$ cat src/inc/cell_link_pkg.sv
package cell_link_pkg;
  localparam int CELL_COUNT = 8;
  localparam logic [6:0] DEV_ADDR = 7'h2a; // arbitrary target address
  localparam logic [7:0] BAL_REG_ADDR = 8'h01;
  localparam logic [7:0] WAKE_REG_ADDR = 8'h02;
  localparam logic [7:0] UNLOCK_KEY_A = 8'h55;
  localparam logic [7:0] UNLOCK_KEY_B = 8'haa;
  localparam logic [7:0] UNLOCK_KEY_C = 8'h00;
  localparam logic [7:0] BAL_RESET_VAL = 8'h00;
  localparam logic [7:0] ODD_CELLS = 8'h55;
  localparam logic [7:0] EVEN_CELLS = 8'haa;
  localparam int PULSE_NS = 1000;
  localparam int CLK_NS = 20;
  localparam int PULSE_CYCLES = (PULSE_NS + CLK_NS - 1) / CLK_NS;
  localparam int PULSE_W = $clog2(PULSE_CYCLES + 1);
  localparam logic [PULSE_W-1:0] PULSE_LOAD = PULSE_W'(PULSE_CYCLES);
  typedef enum logic [1:0] {SEQ_IDLE, SEQ_GOT_A, SEQ_GOT_B, SEQ_ARMED} seq_t;
endpackage

$ cat src/rtl/cell_monitor_control_link.sv
`timescale 1ns/1ps
// How it works
// balance off: controller writes 0x55, 0xaa, 0x00 to balance register
// balance on: after clearing sequence, a fourth write selects enabled cells
// neighbouring cells never enabled together; sequence or pattern violations rejected
// charge gate output follows its control input
// discharge gate b output follows its control input
// discharge gate a output follows its control input
// controller generates the serial clock; device samples it as input
// data line bidirectional; device drives low only for acknowledge and reads
// short-current event gives one low pulse on open-drain interrupt
// undriven gate control inputs read low, driver off
// wake flag follows wake input level and reads back over serial bus
// controller reruns balance-off at power-up and on large cell spread; no cell spread is modelled
// each write is one full addressed transaction with start and stop
// balance register holds one enable bit per cell
module cell_monitor_control_link
  import cell_link_pkg::*;
(
  input wire logic mclk,
  input wire logic reset_n,
  input wire logic monitor_sclk_pin,
  input wire logic monitor_sdat_in,
  output logic monitor_sdat_out,
  output logic monitor_sdat_oe,
  input wire logic charge_gate_ctl_in,
  input wire logic charge_gate_ctl_oe,
  input wire logic discharge_gate_b_ctl_in,
  input wire logic discharge_gate_b_ctl_oe,
  input wire logic discharge_gate_a_ctl_in,
  input wire logic discharge_gate_a_ctl_oe,
  input wire logic short_current_det,
  input wire logic high_volt_wake_in,
  output logic charge_gate_out,
  output logic discharge_gate_b_out,
  output logic discharge_gate_a_out,
  output logic short_current_irq_n_out,
  output logic short_current_irq_n_oe,
  output logic external_wake_flag,
  output logic [CELL_COUNT-1:0] balance_enable_reg
);
  logic [8:0] sync_q;
  logic scl_s, sda_s, chg_s, dgb_s, dga_s, sc_s, wk_s;
  logic scl_d_r, sda_d_r, sc_d_r;
  logic [3:0] bit_cnt_r, bit_cnt_nxt;
  logic [7:0] shift_r;
  logic [1:0] phase_r; // 0 addr, 1 reg (read data in a read), 2 write data, 3 ignore
  logic active_r, ack_r, ack_slot_r, rd_r, addressed_r, rd_oe_r;
  logic [7:0] reg_ptr_r;
  seq_t seq_r;
  logic [PULSE_W-1:0] pulse_r;
  logic [7:0] rd_data_r;

  // pull-down model, an undriven input is taken as low
  wire chg_raw = charge_gate_ctl_oe & charge_gate_ctl_in;
  wire dgb_raw = discharge_gate_b_ctl_oe & discharge_gate_b_ctl_in;
  wire dga_raw = discharge_gate_a_ctl_oe & discharge_gate_a_ctl_in;

  pin_sync #(.WIDTH(9)) u_sync (
    .mclk(mclk),
    .reset_n(reset_n),
    .async_in({~monitor_sclk_pin, ~monitor_sdat_in, chg_raw, dgb_raw, dga_raw,
               short_current_det, high_volt_wake_in, 2'b00}),
    .sync_out(sync_q)
  );
  // bus lines pass inverted so the cleared synchroniser reads an idle high bus, no false stop after reset
  assign {scl_s, sda_s, chg_s, dgb_s, dga_s, sc_s, wk_s} = sync_q[8:2] ^ 7'h60;

  // bus condition decode on synchronised levels
  wire start_c = scl_s & scl_d_r & sda_d_r & ~sda_s;
  wire stop_c = scl_s & scl_d_r & ~sda_d_r & sda_s;
  wire scl_rise = scl_s & ~scl_d_r;
  wire scl_fall = ~scl_s & scl_d_r;
  wire [7:0] byte_v = {shift_r[6:0], sda_s};
  wire byte_done = scl_rise & (bit_cnt_r == 4'd7) & ~ack_r;
  // no two neighbouring cell bits set together
  wire adjacent_ok = ((byte_v & {byte_v[6:0], 1'b0}) == 8'h00);
  wire bal_write = byte_done & active_r & ~rd_r & (phase_r == 2'd2) & (reg_ptr_r == BAL_REG_ADDR);
  wire addr_hit = (byte_v[7:1] == DEV_ADDR);
  assign bit_cnt_nxt = bit_cnt_r + 4'd1;

  always_ff @(posedge mclk or negedge reset_n)
  begin
    if (!reset_n)
    begin
      scl_d_r <= 1'b1;
      sda_d_r <= 1'b1;
      sc_d_r <= 1'b0;
    end
    else
    begin
      scl_d_r <= scl_s;
      sda_d_r <= sda_s;
      sc_d_r <= sc_s;
    end
  end

  // byte framing of a transaction between start and stop
  always_ff @(posedge mclk or negedge reset_n)
  begin
    if (!reset_n)
    begin
      active_r <= 1'b0;
      bit_cnt_r <= 4'd0;
      shift_r <= 8'h00;
      phase_r <= 2'd0;
      ack_r <= 1'b0;
      rd_r <= 1'b0;
      addressed_r <= 1'b0;
      reg_ptr_r <= 8'h00;
      ack_slot_r <= 1'b0;
    end
    else if (start_c)
    begin
      active_r <= 1'b1;
      bit_cnt_r <= 4'd0;
      phase_r <= 2'd0;
      ack_r <= 1'b0;
      rd_r <= 1'b0;
      addressed_r <= 1'b0;
      ack_slot_r <= 1'b0;
    end
    else if (stop_c)
    begin
      active_r <= 1'b0;
      ack_r <= 1'b0;
      ack_slot_r <= 1'b0;
      addressed_r <= 1'b0;
    end
    else if (active_r && byte_done)
    begin
      shift_r <= byte_v;
      bit_cnt_r <= 4'd0;
      ack_r <= 1'b1;
      if (phase_r == 2'd0)
      begin
        addressed_r <= addr_hit;
        rd_r <= byte_v[0];
        phase_r <= addr_hit ? 2'd1 : 2'd3;
      end
      else if (phase_r == 2'd1 && !rd_r)
      begin
        reg_ptr_r <= byte_v;
        phase_r <= 2'd2;
      end
      else if (phase_r != 2'd3)
        phase_r <= 2'd3; // one data byte per transaction, read or write
    end
    else if (active_r && scl_rise && !ack_r)
    begin
      shift_r <= byte_v;
      bit_cnt_r <= bit_cnt_nxt;
    end
    // the ninth rise lies inside the slot and is not counted as a bit
    else if (active_r && scl_fall && ack_r)
    begin
      ack_slot_r <= ~ack_slot_r; // first fall opens the slot, second closes it
      ack_r <= ~ack_slot_r;
    end
  end

  // drive low for ack and for read bits, otherwise release
  wire rd_bit = rd_data_r[3'(4'd7 - bit_cnt_r)];
  wire ack_drive = ack_slot_r & addressed_r & (phase_r != 2'd3 || !rd_r);
  wire rd_oe_nxt = active_r & addressed_r & rd_r & (phase_r == 2'd1) & (~ack_r | ack_slot_r) & ~rd_bit;
  assign monitor_sdat_out = 1'b0;
  assign monitor_sdat_oe = ack_drive | rd_oe_r;

  // read bits move after a fall; a change while the clock is high would frame a start or a stop
  always_ff @(posedge mclk or negedge reset_n)
  begin
    if (!reset_n)
      rd_oe_r <= 1'b0;
    else if (start_c || stop_c)
      rd_oe_r <= 1'b0;
    else if (scl_fall)
      rd_oe_r <= rd_oe_nxt;
  end

  // read data chosen by register pointer
  always_ff @(posedge mclk or negedge reset_n)
  begin
    if (!reset_n)
      rd_data_r <= 8'h00;
    else
      rd_data_r <= (reg_ptr_r == WAKE_REG_ADDR) ? {7'h00, external_wake_flag} : balance_enable_reg;
  end

  // a stray first key may itself open a new sequence
  seq_t seq_restart;
  assign seq_restart = (byte_v == UNLOCK_KEY_A) ? SEQ_GOT_A : SEQ_IDLE;

  // unlock sequence tracker; any other value restarts it
  always_ff @(posedge mclk or negedge reset_n)
  begin
    if (!reset_n)
      seq_r <= SEQ_IDLE;
    else if (bal_write)
    begin
      unique case (seq_r)
        SEQ_IDLE: seq_r <= seq_restart;
        SEQ_GOT_A: seq_r <= (byte_v == UNLOCK_KEY_B) ? SEQ_GOT_B : seq_restart;
        SEQ_GOT_B: seq_r <= (byte_v == UNLOCK_KEY_C) ? SEQ_ARMED : seq_restart;
        SEQ_ARMED: seq_r <= seq_restart;
      endcase
    end
  end

  // per-cell enable bits; keys clear, armed write loads if non-adjacent
  always_ff @(posedge mclk or negedge reset_n)
  begin
    if (!reset_n)
      balance_enable_reg <= BAL_RESET_VAL;
    else if (bal_write && seq_r == SEQ_ARMED && adjacent_ok)
      balance_enable_reg <= byte_v;
    else if (bal_write)
      balance_enable_reg <= BAL_RESET_VAL; // a write outside the armed step never reaches cells
  end

  // gate drivers follow synchronised control inputs
  always_ff @(posedge mclk or negedge reset_n)
  begin
    if (!reset_n)
    begin
      charge_gate_out <= 1'b0;
      discharge_gate_b_out <= 1'b0;
      discharge_gate_a_out <= 1'b0;
      external_wake_flag <= 1'b0;
    end
    else
    begin
      charge_gate_out <= chg_s;
      discharge_gate_b_out <= dgb_s;
      discharge_gate_a_out <= dga_s;
      external_wake_flag <= wk_s;
    end
  end

  // one low pulse per rising short-current event outside a running pulse
  always_ff @(posedge mclk or negedge reset_n)
  begin
    if (!reset_n)
      pulse_r <= '0;
    else if (sc_s && !sc_d_r && pulse_r == '0)
      pulse_r <= PULSE_LOAD;
    else if (pulse_r != '0)
      pulse_r <= pulse_r - 1'b1;
  end
  assign short_current_irq_n_out = 1'b0;
  assign short_current_irq_n_oe = (pulse_r != '0);

  // never two neighbouring cells on
  a_no_adjacent: assert property (@(posedge mclk) disable iff (!reset_n)
    (balance_enable_reg & {balance_enable_reg[6:0], 1'b0}) == 8'h00) else $error("adjacent cells enabled");
  a_load_needs_arm: assert property (@(posedge mclk) disable iff (!reset_n)
    $changed(balance_enable_reg) && balance_enable_reg != 8'h00 |-> $past(seq_r) == SEQ_ARMED)
    else $error("cells enabled without unlock");
  a_key_clears: assert property (@(posedge mclk) disable iff (!reset_n)
    bal_write && seq_r != SEQ_ARMED |=> balance_enable_reg == 8'h00) else $error("key write not clearing");
  a_charge_follow: assert property (@(posedge mclk) disable iff (!reset_n)
    chg_s |=> charge_gate_out) else $error("charge gate lag");
  a_dis_b_follow: assert property (@(posedge mclk) disable iff (!reset_n)
    dgb_s == $past(dgb_s) |=> discharge_gate_b_out == $past(dgb_s)) else $error("gate b mismatch");
  a_dis_a_follow: assert property (@(posedge mclk) disable iff (!reset_n)
    !dga_s |=> !discharge_gate_a_out) else $error("gate a not off");
  a_pulse_width: assert property (@(posedge mclk) disable iff (!reset_n)
    $rose(short_current_irq_n_oe) |-> short_current_irq_n_oe [*8]) else $error("irq pulse short");
  a_pulse_ends: assert property (@(posedge mclk) disable iff (!reset_n)
    $rose(short_current_irq_n_oe) |-> ##[1:60] !short_current_irq_n_oe) else $error("irq pulse stuck");
  a_pulldown_off: assert property (@(posedge mclk) disable iff (!reset_n)
    !chg_raw [*3] |=> !charge_gate_out) else $error("undriven input not off");
  a_wake_track: assert property (@(posedge mclk) disable iff (!reset_n)
    wk_s |=> external_wake_flag) else $error("wake flag not set");
  a_sdat_scl_low: assert property (@(posedge mclk) disable iff (!reset_n)
    $changed(monitor_sdat_oe) |-> !scl_s) else $error("data line moved while clock high");
  c_enable_cells: cover property (@(posedge mclk) disable iff (!reset_n)
    seq_r == SEQ_ARMED && bal_write && byte_v != 8'h00);
  c_clear_seq: cover property (@(posedge mclk) disable iff (!reset_n) $rose(seq_r == SEQ_ARMED));
  c_irq: cover property (@(posedge mclk) disable iff (!reset_n) $rose(short_current_irq_n_oe));
  c_wake: cover property (@(posedge mclk) disable iff (!reset_n) $rose(external_wake_flag));
  c_read_bit: cover property (@(posedge mclk) disable iff (!reset_n) $rose(rd_oe_r));
endmodule

$ cat src/rtl/pin_sync.sv
`timescale 1ns/1ps
// two-flop synchroniser for asynchronous pin levels
module pin_sync
  import cell_link_pkg::*;
#(
  parameter int WIDTH = 1
)
(
  input wire logic mclk,
  input wire logic reset_n,
  input wire logic [WIDTH-1:0] async_in,
  output logic [WIDTH-1:0] sync_out
);
  logic [WIDTH-1:0] meta_r;
  // first stage is read only by the second stage
  always_ff @(posedge mclk or negedge reset_n)
  begin
    if (!reset_n)
    begin
      meta_r <= '0;
      sync_out <= '0;
    end
    else
    begin
      meta_r <= async_in;
      sync_out <= meta_r;
    end
  end
endmodule

$ cat config.mk
export PLATFORM = sky130hd
export DESIGN_NAME = cell_monitor_control_link
export DESIGN_NICKNAME = d
export VERILOG_FILES = /design/src/inc/cell_link_pkg.sv /design/src/rtl/cell_monitor_control_link.sv /design/src/rtl/pin_sync.sv
export SDC_FILE = /design/constraint.sdc
export NUM_CORES = 1
export LEC_CHECK = 0
export BUFFER_PORTS_ARGS = -buffer_cell sky130_fd_sc_hd__buf_2
export CAP_MARGIN = 40
export CORE_ASPECT_RATIO = 0.9
export CORE_MARGIN = 2
export CORE_UTILIZATION = 39
export DETAILED_ROUTE_END_ITERATION = 8
export PLACE_DENSITY_LB_ADDON = 0.15
export SETUP_SLACK_MARGIN = 0.1
export SYNTH_ARGS = -nofsm -noshare
export SYNTH_HDL_FRONTEND = slang
export SYNTH_SLANG_ARGS = --single-unit
$ cat constraint.sdc
create_clock -name mclk -period 2.65 [get_ports mclk]
set_clock_uncertainty 0.05 [all_clocks]
set_input_delay 0.265 -clock mclk [delete_from_list [all_inputs] [get_ports mclk]]
set_output_delay 0.265 -clock mclk [all_outputs]
set_load 0.05 [all_outputs]
Word-level counts from Yosys, hierarchy flattened
Index checks and enable logic that the tools add are counted.
{"block": "word_totals", "ff_bits": 72, "inputBits": 12, "out_inout_bits": 16, "elab_cells": 170}
{"block": "classes", "addsub": 3, "n_lt_le_gt_ge": 1, "n_eq_ne": 16, "mux": 44, "bitwise_logic": 40, "reduce_logical": 43}
{"op": "8-bit 2-to-1 mux", "n": 3}
{"op": "1-bit AND", "n": 23}
{"op": "1-bit 2-to-1 mux", "n": 22}
{"op": "2-bit 2-to-1 mux", "n": 9}
{"op": "8-bit logical NOT", "n": 2}
{"op": "4-bit 2-to-1 mux", "n": 4}
{"op": "7-bit 2-to-1 mux", "n": 2}
{"op": "2-bit nonzero test", "n": 7}
{"op": "1-bit inverter", "n": 13}
{"op": "6-bit 2-to-1 mux", "n": 2}
{"op": "3-bit AND reduction", "n": 4}
{"op": "3-bit nonzero test", "n": 4}
{"op": "1-bit logical AND", "n": 10}
{"op": "8-bit AND", "n": 1}
{"op": "8-bit by 1-bit equality test with 1-bit output, second input constant", "n": 1}
{"op": "8-bit by 2-bit equality test with 1-bit output, second input constant", "n": 1}
{"op": "8-bit by 7-bit equality test with 1-bit output, second input constant", "n": 1}
{"op": "8-bit equality test, second input constant", "n": 1}
{"op": "4-bit nonzero test", "n": 2}
{"op": "7-bit by 6-bit equality test with 1-bit output, second input constant", "n": 1}
{"op": "2-bit equality test, second input constant", "n": 3}
{"op": "6-bit logical NOT", "n": 1}
{"op": "3-bit != test, second input constant", "n": 2}
{"op": "2-bit case mux with 3 select lines", "n": 1}
{"op": "other kinds (18)", "n": 27}

Depth between registers and ports, before layout
{"block": "depth", "depth_word": 11, "depth_mapped": 7, "ltp_nobuf": 7}

Cells and area by module
Synthesis repeated with hierarchy kept, for this count alone.
{"block": "hier_totals", "hier_cells": 262, "area_unflattened_um2": 3130.5}
{"module": "cell_monitor_control_link", "n_inst": 1, "cells_per_inst": 244, "area_per_inst_um2": 2680.1}
{"module": "pin_sync", "n_inst": 1, "cells_per_inst": 18, "area_per_inst_um2": 450.4}

Worst setup path after synthesis
No wires, ideal clock.
{"block": "synth_timing", "path_kind": "register to register", "startpoint": "reg u_sync.sync_out[8]", "endpoint": "reg reg_ptr_r[1]", "setup_time_ns": 0.125, "arrival_ns": 2.048, "required_ns": 2.475, "path_slack_ns": 0.428, "path_stages_with_launch": 5, "n_path_buf": 0, "path_cell_list": "dfrtp_1 -> or4b_1 -> or2_4 -> nor4b_4 -> mux2_2"}
{"block": "synth_between", "elab_chain_cells": 6, "word_cells_on_any_way": 13, "cone_classes": "11 x bitwise; 2 x reduce/logical"}
{"element": "from (decl)", "line": "pin_sync.sv:12", "source": "output logic [WIDTH-1:0] sync_out"}
{"element": "from (signal assigned)", "line": "pin_sync.sv:26", "source": "sync_out <= meta_r;"}
{"element": "2-bit inverter (no line) *"}
{"element": "1-bit AND, on equally long branches", "line": "cell_monitor_control_link.sv:72, cell_monitor_control_link.sv:70, cell_monitor_control_link.sv:71"}
{"element": "1-bit AND, on equally long branches (2 in a row)", "line": "cell_monitor_control_link.sv:75, cell_monitor_control_link.sv:70, cell_monitor_control_link.sv:71"}
{"element": "1-bit logical AND or 1-bit inverter (tied branches)"}
{"element": "5-bit AND reduction (no line) *"}
{"element": "to (signal assigned)", "line": "cell_monitor_control_link.sv:143", "source": "reg_ptr_r <= byte_v;"}
{"element": "to (decl)", "line": "cell_monitor_control_link.sv:49", "source": "logic [7:0] reg_ptr_r;"}
Mark *: on every way between the ends. The rest lies on a longest branch, timed or not.
A chain may end at the register's enable or synchronous reset.

Worst setup path in the final report
{"block": "layout_timing", "startpoint": "reg u_sync.sync_out[8]", "endpoint": "reg balance_enable_reg[3]"}
{"block": "layout_between", "elab_chain_cells": 11, "word_cells_on_any_way": 12, "cone_classes": "1 x mux; 8 x bitwise; 3 x reduce/logical"}
{"element": "2-bit inverter (no line) *"}
{"element": "1-bit AND *", "line": "cell_monitor_control_link.sv:72", "source": "wire scl_rise = scl_s & ~scl_d_r;"}
{"element": "1-bit AND * (2 in a row)", "line": "cell_monitor_control_link.sv:75", "source": "wire byte_done = scl_rise & (bit_cnt_r == 4'd7) & ~ack_r;"}
{"element": "1-bit AND * (4 in a row)", "line": "cell_monitor_control_link.sv:78", "source": "wire bal_write = byte_done & active_r & ~rd_r & (phase_r == 2'd2) & (reg_ptr_r == BAL_REG_ADDR);"}
{"element": "1-bit logical AND (2 in a row)", "line": "cell_monitor_control_link.sv:214", "source": "else if (bal_write && seq_r == SEQ_ARMED && adjacent_ok)"}
{"element": "8-bit 2-to-1 mux or 2-bit nonzero test (tied branches)"}
{"element": "to (signal assigned)", "line": "cell_monitor_control_link.sv:215", "source": "balance_enable_reg <= byte_v;"}
{"element": "to (decl)", "line": "cell_monitor_control_link.sv:40", "source": "output logic [CELL_COUNT-1:0] balance_enable_reg"}
Marked as above.

==> summary.md <==
| Metric | Value |
|---|---|
| Outcome | complete, no violations |
| Slew @ Worst Pin | 0.575 ns |
| Num CTS Buffers | 9 |
| Largest net degree at the start of global routing | 41 |
| Cell variety after synth | 48 |
| Design area | 0.00345 mm^2 |
| Post-CTS Setup Bufs | 0 |
| Final nets | 303 |
| Post-Layout Cell Count | 385 |
| CP peak stage delay | 0.66 ns |
| Detailed Place HPWL | 3800 um |
| Final hold vios | 0 |
| I/O pin cnt | 28 |
| Area share of fa/ha/maj cells after synthesis | 0.0210 |
| Simple logic cell fraction of the synthesized area | 0.159 |
| RSZ-0062 raised after global routing | no |
| Gate Count Post-Synth | 248 |
| Crit Reg-Reg Endpoint | balance_enable_reg[3] |
| Drt via density | 4.88 |
| WP depth | 4 |
| Seq/Total Area, Yosys | 0.605 |
| DRT antenna net count | 0 |
| Hold EP | u_sync.meta_r[4] |
| Clk slew on worst S/H paths | 0.07 ns |
| CP startpoint kind | flop |
| CP arrival | 2.56 ns |
| Crit Path Class | flop to flop |
| CTS Sinks | 72 |
| Worst rel slew slack | 0.615 |
| Vias in the first global route | 1858 |
| Peak Freq | 0.418 GHz |
| Later-pin clock latency in the skew report | 0.34 ns |
| Synth warnings | 0 |
| WL per Instance | 14.2 um |
| Commonest non-fill, non-tap cell in the layout | dfrtp_1 |
| Initial antenna violation count | 0 |
| Post-Synth XOR/XNOR Area | 0.00294 |
| Cells along the critical path | or4b_1 > nor2_1 > and4b_1 > mux2_2 |
| Crit path time final | 2.40 ns |
| P per Cell Area | 660 mW/mm^2 |
| Family with the most delay on the worst path | simple AND/OR/NAND/NOR gates |
| Leakage | 1.64 nW |
| Port bufs | 25 |
| Area delta synth->final | 15.6% |
| Max-slew violations | 0 |
| # rows | 30 |
| Avg Cell Area, Syn | 12.0 um^2 |
| IR drop worst, VDD | 0.312 mV |
| Asr flop ratio synth | 1.00 |
| Router iterations before antenna repair | 4 |
| Share of cells above drive strength 1 | 0.235 |
| Primary FF master, synth | dfrtp_1 |
| Post-synth EDFFs | 0 |
| Core Util, Final | 0.462 |
| Reg2reg setup slack | 0.25 ns |
| Critical Path End Type | flop |
| CP Max Fanout | 10 |
| Total GRT Usage | 0.146 |
| Worst Reg-to-Reg Cells | 4 |
| Crit path buf inv count | 0 |
| CP Launch Point | u_sync.sync_out[8] |
| Wire length of the first global-routing pass | 9220 um |
| CTS tree | done |
| Area fraction in compound gates after synthesis | 0.0763 |
| Die Y | 87.0 um |
| Most frequent cells in the layout | dfrtp_1 (70), nand2_1 (24), buf_2 (24), mux2_2 (17), o21ai_0 (17) |
| DRC | 0 |
| Core footprint | 0.00747 mm^2 |
| CTS Buffer Depth | 2 |
| Fin crit share | 0.904 |
| Fin Setup TNS | 0 ns |
| Worst hold-check path type | input pin to flop |
| Filler cell count in the final layout | 700 |
| Vias | 1880 |
| Root Buffer | clkbuf_8 |
| Starting DRT DRC Count | 75 |
| Hold path depth | 2 |
| Slowest cell on the critical path | or4b_1 |
| RePlAce Congestion | 0.801 |
| Final WL | 5470 um |
| Max cap viols | 0 |
| Yosys reg bits | 72 |
| Grt total ovfl | 0 |
| Starting Density | 0.399 |
| Antenna cells | 0 |
| Die width | 96.2 um |
| H-tree depth | 3 |
| Die ar. | 0.00836 mm^2 |
| Setup-failing EPs final | 0 |
| R2R Path Start | u_sync.sync_out[8] |
| Power consumption | 0.00228 W |
| Multiplexer area fraction after synthesis | 0.103 |
| Placed Cells | 366 |
| Synthesized area | 0.00298 mm^2 |
| Req. time, crit path | 2.82 ns |
| Hold Startpoint | discharge_gate_a_ctl_in |
| Post-DP Area | 0.00324 mm^2 |
| Largest family of logic cells by synthesized area | simple AND/OR/NAND/NOR gates |
worst max-delay path by stage:
stage                                   to  slack (ns)
finish               balance_enable_reg[3]        0.25
global route        short_current_irq_n_oe        0.11
CTS                 short_current_irq_n_oe        0.23
detailed placement   balance_enable_reg[1]        0.26
global placement     balance_enable_reg[4]        0.32
floorplan                     reg_ptr_r[1]        0.43
stage by stage:
step | hold slack (ns) | setup slack (ns)
global placement | 0.282 | 0.321
global route | 0.0621 | 0.112
finish | 0.0874 | 0.255
floorplan | -0.0806 | 0.428
detailed placement | 0.196 | 0.262
CTS | 0.0688 | 0.229
synthesized netlist by cell type, drive strengths merged (4+ instances only):
cell type | count | area [um^2]
inv | 15 | 56.3
nor2 | 8 | 30.0
nand2 | 24 | 90.1
mux2i | 7 | 70.1
clkbuf | 5 | 18.8
and2 | 11 | 68.8
o21ai | 17 | 85.1
dfrtp | 70 | 1750
mux2 | 17 | 191
ha | 5 | 62.6
nor3b | 4 | 30.0
a21oi | 7 | 35.0
nand3 | 8 | 40.0
nor3 | 5 | 25.0
worst reg2reg max path: cells and delay by family, from the launching register on:
kind	cells	cell delay, ns
DFF	1	0.46
muxes	1	0.39
and+or+nand+nor	3	1.37
where the power goes:
part           switching (W)  internal (W)
Clock               0.000375      0.000353
Combinational       0.000145      0.000113
Sequential          0.000100       0.00119
area by class of cell:
cell class / instances / area (um^2) / area share
clock buffers: 11 / 141 / 0.0410
clock inverters: 3 / 20.0 / 0.00580
inverters: 15 / 56.3 / 0.0163
multi-input cells: 154 / 1090 / 0.315
flip-flops and latches: 72 / 1800 / 0.523
well taps: 96 / 120 / 0.0348
repair buffers: 34 / 220 / 0.0638
timing repair:
action,4_1_cts,5_1_grt
endpoints found under the hold margin,35,0
hold buffers,5,0
resized for setup,0,0
setup endpoints to repair,0,0
logic make-up after synthesis:
family          Yosys count
other cells               1
simple gates             83
flops                    72
buf+inv                  23
compound gates           37
xor+xnor                  1
fa+ha+maj                 5
mux                      26
routing by layer:
| metal | part of all wire | track usage | up-vias |
|---|---|---|---|
| met5 | 0 | 0 | - |
| met4 | 0.0084 | 0.0442 | 0 |
| met3 | 0.035 | 0.0580 | 4 |
| met2 | 0.45 | 0.213 | 28 |
| met1 | 0.50 | 0.200 | 902 |
| li1 | - | - | 946 |
Power figures use the tool's default switching activity.
